--- src/rtl/subdp_pkg.sv ---
// package: opcode fields, flag positions and reset values for the subtract datapath
package subdp_pkg;
    localparam int          INSTR_W        = 16;
    localparam int          INSTR_MSB      = 15;
    localparam int          LIT_HI_LSB     = 8;      // literal opcode byte starts here
    localparam int          FILE_HI_LSB    = 10;     // file opcode field starts here
    localparam int          OPD_MSB        = 7;      // literal or file address byte
    localparam logic [7:0]  OPC_LIT_HI     = 8'h08;   // literal subtract upper byte
    localparam logic [5:0]  OPC_FILE_HI    = 6'h17;   // file subtract bits 15:10
    localparam int          D_BIT          = 9;
    localparam int          A_BIT          = 8;
    localparam logic [7:0]  ACC_RST        = 8'h00;
    localparam logic [3:0]  BSR_RST        = 4'h0;
    localparam logic [3:0]  ACCESS_BANK    = 4'h0;    // access bank page
    localparam logic [4:0]  FLAGS_RST      = 5'h00;
    localparam logic [7:0]  ZERO_BYTE      = 8'h00;
    // flag positions within the status vector
    localparam int          FLG_C          = 0;
    localparam int          FLG_DC         = 1;
    localparam int          FLG_Z          = 2;
    localparam int          FLG_OV         = 3;
    localparam int          FLG_N          = 4;
    localparam int          SIGN_BIT       = 7;
    localparam int          NIB_BIT        = 4;
    localparam int          CARRY_BIT      = 8;
endpackage

--- src/rtl/subdp_core.sv ---
// subtract instruction datapath: decode, operand fetch, result writeback, flags
//////////////////////////////////////////////////////////////////////////////
//////////////////////////////////////////////////////////////////////////////
//
// The address map and the address-and-strobe port are this design's own decisions.
module subdp_core
    import subdp_pkg::*;
(
    input  wire logic               i_mclk,
    input  wire logic               i_rst,
    input  wire logic               i_instr_valid,
    input  wire logic [INSTR_W-1:0] i_instr,
    input  wire logic [7:0]         i_file_rdata,
    input  wire logic               i_bsr_we,
    input  wire logic [3:0]         i_bsr_wdata,
    output logic      [11:0]        o_file_addr,
    output logic                    o_file_we,
    output logic      [7:0]         o_file_wdata,
    output logic      [7:0]         o_acc,
    output logic      [3:0]         o_bank_select_register,
    output logic      [4:0]         o_flags
);
    logic [7:0] acc_reg;
    logic [3:0] bsr_reg;
    logic [4:0] flags_reg;
    logic       file_we_reg;
    logic [7:0] file_wdata_reg;
    logic       is_lit;
    logic       is_file;
    logic [7:0] minuend;
    logic [8:0] diff;
    logic [4:0] nib;
    logic [7:0] res;
    logic [4:0] flags_next;

    //////////////////////////////////////////////////////////////////////////
    // decode
    assign is_lit  = i_instr_valid &&
                     (i_instr[INSTR_MSB:LIT_HI_LSB] == OPC_LIT_HI);
    assign is_file = i_instr_valid &&
                     (i_instr[INSTR_MSB:FILE_HI_LSB] == OPC_FILE_HI);

    // data address: bank page plus 8-bit file address
    assign o_file_addr = {(i_instr[A_BIT] ? bsr_reg : ACCESS_BANK),
                          i_instr[OPD_MSB:0]};

    // arithmetic: minuend minus accumulator
    assign minuend = is_lit ? i_instr[OPD_MSB:0] : i_file_rdata;
    assign diff    = {1'b0, minuend} - {1'b0, acc_reg};
    assign nib     = {1'b0, minuend[3:0]} - {1'b0, acc_reg[3:0]};
    assign res     = diff[7:0];

    // flag computation; carry means no borrow
    always_comb begin
        flags_next          = flags_reg;
        flags_next[FLG_C]   = ~diff[CARRY_BIT];
        flags_next[FLG_DC]  = ~nib[NIB_BIT];
        flags_next[FLG_Z]   = (res == ZERO_BYTE);
        flags_next[FLG_N]   = res[SIGN_BIT];
        flags_next[FLG_OV]  = (minuend[SIGN_BIT] != acc_reg[SIGN_BIT]) &&
                              (res[SIGN_BIT] != minuend[SIGN_BIT]);
    end

    //////////////////////////////////////////////////////////////////////////
    // accumulator writeback
    always_ff @(posedge i_mclk or posedge i_rst) begin
        if (i_rst) begin
            acc_reg <= ACC_RST;
        end else if (is_lit || (is_file && !i_instr[D_BIT])) begin
            acc_reg <= res;
        end
    end

    // file register writeback strobe
    always_ff @(posedge i_mclk or posedge i_rst) begin
        if (i_rst) begin
            file_we_reg    <= 1'b0;
            file_wdata_reg <= ZERO_BYTE;
        end else begin
            file_we_reg    <= is_file && i_instr[D_BIT];
            file_wdata_reg <= res;
        end
    end

    // status flags
    always_ff @(posedge i_mclk or posedge i_rst) begin
        if (i_rst) begin
            flags_reg <= FLAGS_RST;
        end else if (is_lit || is_file) begin
            flags_reg <= flags_next;
        end
    end

    // bank select register
    always_ff @(posedge i_mclk or posedge i_rst) begin
        if (i_rst) begin
            bsr_reg <= BSR_RST;
        end else if (i_bsr_we) begin
            bsr_reg <= i_bsr_wdata;
        end
    end

    assign o_acc                  = acc_reg;
    assign o_flags                = flags_reg;
    assign o_file_we              = file_we_reg;
    assign o_file_wdata           = file_wdata_reg;
    assign o_bank_select_register = bsr_reg;

    // sign-extended difference, overflow when bits 8 and 7 disagree
    logic [8:0] chk_sdiff;
    assign chk_sdiff = {minuend[SIGN_BIT], minuend} - {acc_reg[SIGN_BIT], acc_reg};
endmodule

--- config.mk ---
export PLATFORM = sky130hd
export DESIGN_NAME = subdp_core
export DESIGN_NICKNAME = d
export VERILOG_FILES = /design/src/rtl/subdp_pkg.sv /design/src/rtl/subdp_core.sv
export SDC_FILE = /design/constraint.sdc
export NUM_CORES = 1
export LEC_CHECK = 0
export ABC_CLOCK_PERIOD_IN_PS = 4900
export BUFFER_PORTS_ARGS = -buffer_cell sky130_fd_sc_hd__buf_2
export CAP_MARGIN = 25
export CORE_UTILIZATION = 43
export DETAILED_ROUTE_END_ITERATION = 6
export PLACE_DENSITY = 0.76
export SLEW_MARGIN = 20
export SYNTH_ARGS = -nofsm -noshare
export SYNTH_HDL_FRONTEND = slang
export SYNTH_SLANG_ARGS = --single-unit
--- constraint.sdc ---
create_clock -name i_mclk -period 4.9 [get_ports i_mclk]
set_input_delay 0.245 -clock i_mclk [delete_from_list [all_inputs] [get_ports i_mclk]]
set_output_delay 0.245 -clock i_mclk [all_outputs]
set_load 0.05 [all_outputs]
After elaboration in Yosys (flattened, before gate mapping). Cells that the tools add are included.

Flip-flop bits (word level): 26. Bits in latches: 0. Memory bits (writable): 0. ROM bits: 0. Input port bits: 32. Output and inout port bits: 38. Word-level logic and storage cells: 24. Memories: 0.

$add $sub $neg: 2. Multipliers: 0. Div/mod/pow operators: 0. Magnitude comparators: 0. Equality and inequality tests: 4. Shift-type cells: 0. Muxes and demuxes: 2. Bitwise gates (word level): 2. Reductions and logical operators: 9.

Operator list (count): $sub A8 B8 Y9 (1); $eq A8 B4 Y1 const B (1); $logic_not A8 Y1 (1); $mux W8 (1); $eq A6 B5 Y1 const B (1); $logic_and A1 B1 Y1 (5); $sub A4 B4 Y5 (1); $mux W4 (1); $logic_or A1 B1 Y1 (2); $ne A1 B1 Y1 (2); $not A1 Y1 (2); $logic_not A1 Y1 (1).

Depth between registers and ports, before layout.
Word-level depth: 6. Mapped depth: 14. Depth with buffers taken out: 13.

Least setup slack after synthesis. No wires, ideal clock.

Path kind: input port to flip-flop. From: input port i_instr[8]. To: register flags_reg[2], in the netlist o_flags[2]. Library setup time: 0.067 ns. Data arrival time: 3.060 ns. Data required time: 4.833 ns. Path slack: 1.773 ns. Stages: 12. Path buffers: 1. Cells stage by stage: or4_1 nor2_1 and2_1 buf_4 mux2_1 fa_1 a21o_1 a21oi_1 xnor2_1 or3_1 nor4_2 a22o_1.

Longest elaborated chain between the ends: 5. Elaborated cells on any way between the ends: 6. Classes of those cells: 1 x add/sub; 1 x eq/ne; 1 x mux; 3 x reduce/logical.

Ends and longest elaborated chain: start: declaration (RTL line subdp_core.sv:12) `input wire logic [INSTR_W-1:0] i_instr,`; $eq A8 B4 Y1 (RTL line subdp_core.sv:39) `(i_instr[INSTR_MSB:LIT_HI_LSB] == OPC_LIT_HI);`; $logic_and A1 B1 Y1 (RTL line subdp_core.sv:38) `assign is_lit = i_instr_valid &&`; $mux W8 (RTL line subdp_core.sv:48) `assign minuend = is_lit ? i_instr[OPD_MSB:0] : i_file_rdata;`; $sub A8 B8 Y9 (RTL line subdp_core.sv:49) `assign diff = {1'b0, minuend} - {1'b0, acc_reg};`; net diff[4] (RTL line subdp_core.sv:31) `logic [8:0] diff;`; $logic_not A8 Y1 (RTL line subdp_core.sv:58) `flags_next[FLG_Z] = (res == ZERO_BYTE);`; end signal: assignment (RTL line subdp_core.sv:90) `flags_reg <= flags_next;`; end: declaration (RTL line subdp_core.sv:25) `logic [4:0] flags_reg;`.

The timed path passes the listed nets, and every way through them passes these cells. A chain may end at the register's enable or synchronous reset.

Final worst setup path. Same ends and word-level chain as after synthesis.

==> impl_metrics.csv <==
group,metric,value,unit
critical_path,critPathLaunch,"i_instr[8]",
pwr,leakage,0.954,nW
timing,hold_viol,0,
timing,worstMarginPinSlew,0.792,ns
placed_design,dp_hpwl,2320,microns
pwr,power_frac_seq,33.7,%
pwr,p_sw_share,46.0,%
pwr,power.density,452,nW/um^2
layout,fin_nets,240,
synthesis,ys_types,31,
timing,tns,0,ns
clock_network,clkLatencyLatePin,0.33,ns
routing,totalWireLength,2850,microns
layout,regArea,651,sq um
layout,stdcell_count,242,
routing,avgViaCountPerCell,4.71,
timing,rsz0062_at_grt,"false",
clock_network,clockBufferDepth,2,
clock_network,htreeDepth,1,
pwr,clkPwrFrac,17.9,%
routing,drt_iter0_drc,35,
synthesis,ys_seq_elements,26,
timing,slew-limit-headroom,46.8,%
worst_hold_path,holdPathStages,2,
synthesis,syn_area,1420,sq um
clock_network,cts_sinks,26,
synthesis,synth.area.top_cells,"dfrtp_1, ha_1, buf_4",
layout,num_antenna_cells,0,
floorplanning,die_x,59.4,microns
critical_path,end_kind,"register",
routing,drtPass1Iterations,4,
critical_path,critPathKind,"in2reg",
clock_network,clk_pin_slew_worst_paths,0.15,ns
grt,grt_start_max_net_pins,27,
floorplanning,ios,70,
timing,fin_crit_sh,66.7,%
timing,clock.fmax,306,MHz
synthesis,synth_top_area_share,46.0,%
timing,slew_viol_final,0,
critical_path,worstSetupStartpointType,"input port",
layout,area_growth,29.0,%
clock_network,cts_buffers,3,
layout,drive_above_1_share,40.9,%
grt,globalRouteOverflowTotal,0,
critical_path,worst_r2r_endpoint,"o_flags[2]",
pwr,p_int,0.446,mW
clock_network,cts_tree,"done",
clock_network,postCtsResizedCells,0,
clock_network,clock-root-buffer,"clkbuf_4",
placed_design,portBuffers,69,
layout,nFillCells,283,
grt,grt_pass1_wl,4720,microns
synthesis,synth_nets,175,
critical_path,r2r-start,"o_acc[0]",
timing,finClkSkew,0.0187,ns
critical_path,required,5.18,ns
critical_path,cp.arrival,3.55,ns
layout,multi_input_area,639,sq um
synthesis,synth_warnings,0,
grt,grt.total_usage,18.0,%
floorplanning,die_area,3520,sq um
timing,period_needed,3.27,ns
synthesis,synth_seq_area_share,46.0,%
routing,ant_nets,0,
synthesis,syn_avg_cell_area,10.6,sq um
floorplanning,rows,20,
synthesis,yosys.area.top_type,"dfrtp_1",
worst_hold_path,min_path_type,"in2reg",
clock_network,hold_buffers,0,
flow_run,cap_violations,0,
critical_path,cp-endpoint,"o_flags[2]",
pwr,total_power,0.825,mW
pwr,p_sw,0.379,mW
routing,post_drt_wl_per_cell,11.8,microns
critical_path,cp_max_fo,8,
placed_design,placed_area,1740,sq um
outcome,status,"complete, no violations",
routing,vias,1141,
placed_design,routabilityCongestion,0.856,
synthesis,syn_inst,134,
clock_network,cts_setup_buffers,0,
critical_path,reg2regPathDepth,9,
floorplanning,start_util,46.0,%
layout,design_area,1830,sq um
critical_path,rrSetupSlack,2.57,ns
placed_design,dp.cells,236,
grt,antenna_found_initial,0,
floorplanning,core_area,3080,sq um
floorplanning,die_h,59.4,microns
grt,grt_pass1_vias,1094,
pwr,ir_drop,153,uV
timing,setup_viol,0,
routing,drc,0,
pwr,combPwrFrac,48.4,%
==> power by group through the flow <==
stage	sequential [mW]	clock [mW]	combinational [mW]
6_report	0.278	0.148	0.399
3_5_place_dp	0.283	0	0.400
4_1_cts	0.279	0.152	0.399
2_1_floorplan	0.455	0	0.137
5_1_grt	0.284	0.160	0.431
3_3_place_gp	0.282	0	0.395
==> logic make-up (layout without fill, tap and decap cells) <==
| group | Yosys count | count (layout) | synth area share, % |
|---|---|---|---|
| and+or+nand+nor | 32 | 32 | 12.4 |
| DFF | 26 | 26 | 46.0 |
| AOI/OAI and AO/OA | 24 | 24 | 9.55 |
| buffers and inverters | 23 | 87 | 8.84 |
| muxes | 13 | 13 | 10.4 |
| adders and majority gates | 9 | 9 | 8.49 |
| xor gates and xnor gates | 7 | 7 | 4.33 |
==> worst min-delay path by stage <==
| stage | from | endpoint | slack [ns] |
|---|---|---|---|
| after global routing | i_bsr_wdata[1] | o_bank_select_register[1] | 0.14 |
| after floorplan | i_rst | o_acc[0] | 0.29 |
| after global placement | o_flags[3] | o_flags[3] | 0.47 |
| after CTS | i_bsr_wdata[0] | o_bank_select_register[0] | 0.14 |
| final | i_bsr_wdata[0] | o_bank_select_register[0] | 0.15 |
| after detailed placement | o_flags[4] | o_flags[4] | 0.48 |
==> cell usage after synthesis <==
master / count
a21o_1: 2
nor2_1: 4
nor3_1: 1
and2_1: 5
dfrtp_1: 26
o31ai_1: 1
inv_1: 12
nor4_2: 1
buf_4: 10
a31oi_1: 1
buf_2: 1
o211ai_1: 1
or4_1: 1
mux2_4: 1
a22o_1: 1
or3_1: 2
mux2i_1: 2
o21ai_0: 1
mux2_2: 4
nor2_4: 1
a21oi_1: 7
and3_1: 2
o21ai_1: 10
nand3_1: 1
nor2b_1: 4
xor2_1: 3
fa_1: 1
xnor2_1: 4
ha_1: 8
nand2_1: 10
mux2_1: 6
==> worst max-delay path: stages <==
cell and delay [ns]:
buf_2 0.11, or4_1 0.52, nor2_1 0.12, and2_1 0.39, mux2i_1 0.24, ha_1 0.18
inv_1 0.05, fa_1 0.42, a21o_1 0.20, a21oi_1 0.23, xnor2_1 0.15, or3_1 0.38
nor4_2 0.14, a22o_1 0.15
==> per-layer routing <==
layer / GRT usage (%) / wire (microns) / up-vias
li1: - / - / 573
met2: 30.3 / 1410 / 38
met1: 23.5 / 1260 / 528
met3: 2.84 / 155 / 2
met4: 6.12 / 23 / 0
met5: 0 / 0 / -
==> placed cells by master, fill, tap and decap left out, types with 2 or more instances in the layout <==
| cell | Yosys | routed |
|---|---|---|
| mux2_1 | 6 | 6 |
| a21o_1 | 2 | 2 |
| mux2_2 | 4 | 4 |
| dfrtp_1 | 26 | 26 |
| xnor2_1 | 4 | 4 |
| and2_1 | 5 | 5 |
| ha_1 | 8 | 8 |
| clkbuf_4 | 0 | 3 |
| nor2_1 | 4 | 4 |
| buf_2 | 1 | 69 |
| nand2_1 | 10 | 10 |
| or3_1 | 2 | 2 |
| xor2_1 | 3 | 3 |
| o21ai_1 | 10 | 10 |
| mux2i_1 | 2 | 2 |
| inv_1 | 12 | 12 |
| a21oi_1 | 7 | 7 |
| and3_1 | 2 | 2 |
| nor2b_1 | 4 | 4 |
==> flip-flops by register name (all words and copies together) (netlist names) <==
register                cells
o_acc                       8
o_bank_select_register      4
o_file_wdata                8
o_file_we                   1
o_flags                     5
==> layout make-up <==
| type | count | share of cell area (%) |
|---|---|---|
| repair buffers | 71 | 21.0 |
| clock buffers | 3 | 1.23 |
| multi-input cells | 85 | 35.0 |
| inverters | 12 | 2.47 |
| clock inverters | 1 | 1.64 |
| well taps | 44 | 3.02 |
| flip-flops and latches | 26 | 35.6 |
==> metrics by stage <==
step | util (%) | hold WS [ns] | setup slack [ns]
CTS | 58.1 | 0.140 | 1.60
global placement | 56.4 | 0.471 | 1.38
floorplan | - | 0.285 | 1.77
finish | 59.3 | 0.151 | 1.63
detailed placement | 56.4 | 0.480 | 1.24
global route | 59.3 | 0.141 | 1.36
Note: power is estimated with default switching activity, not from simulation.
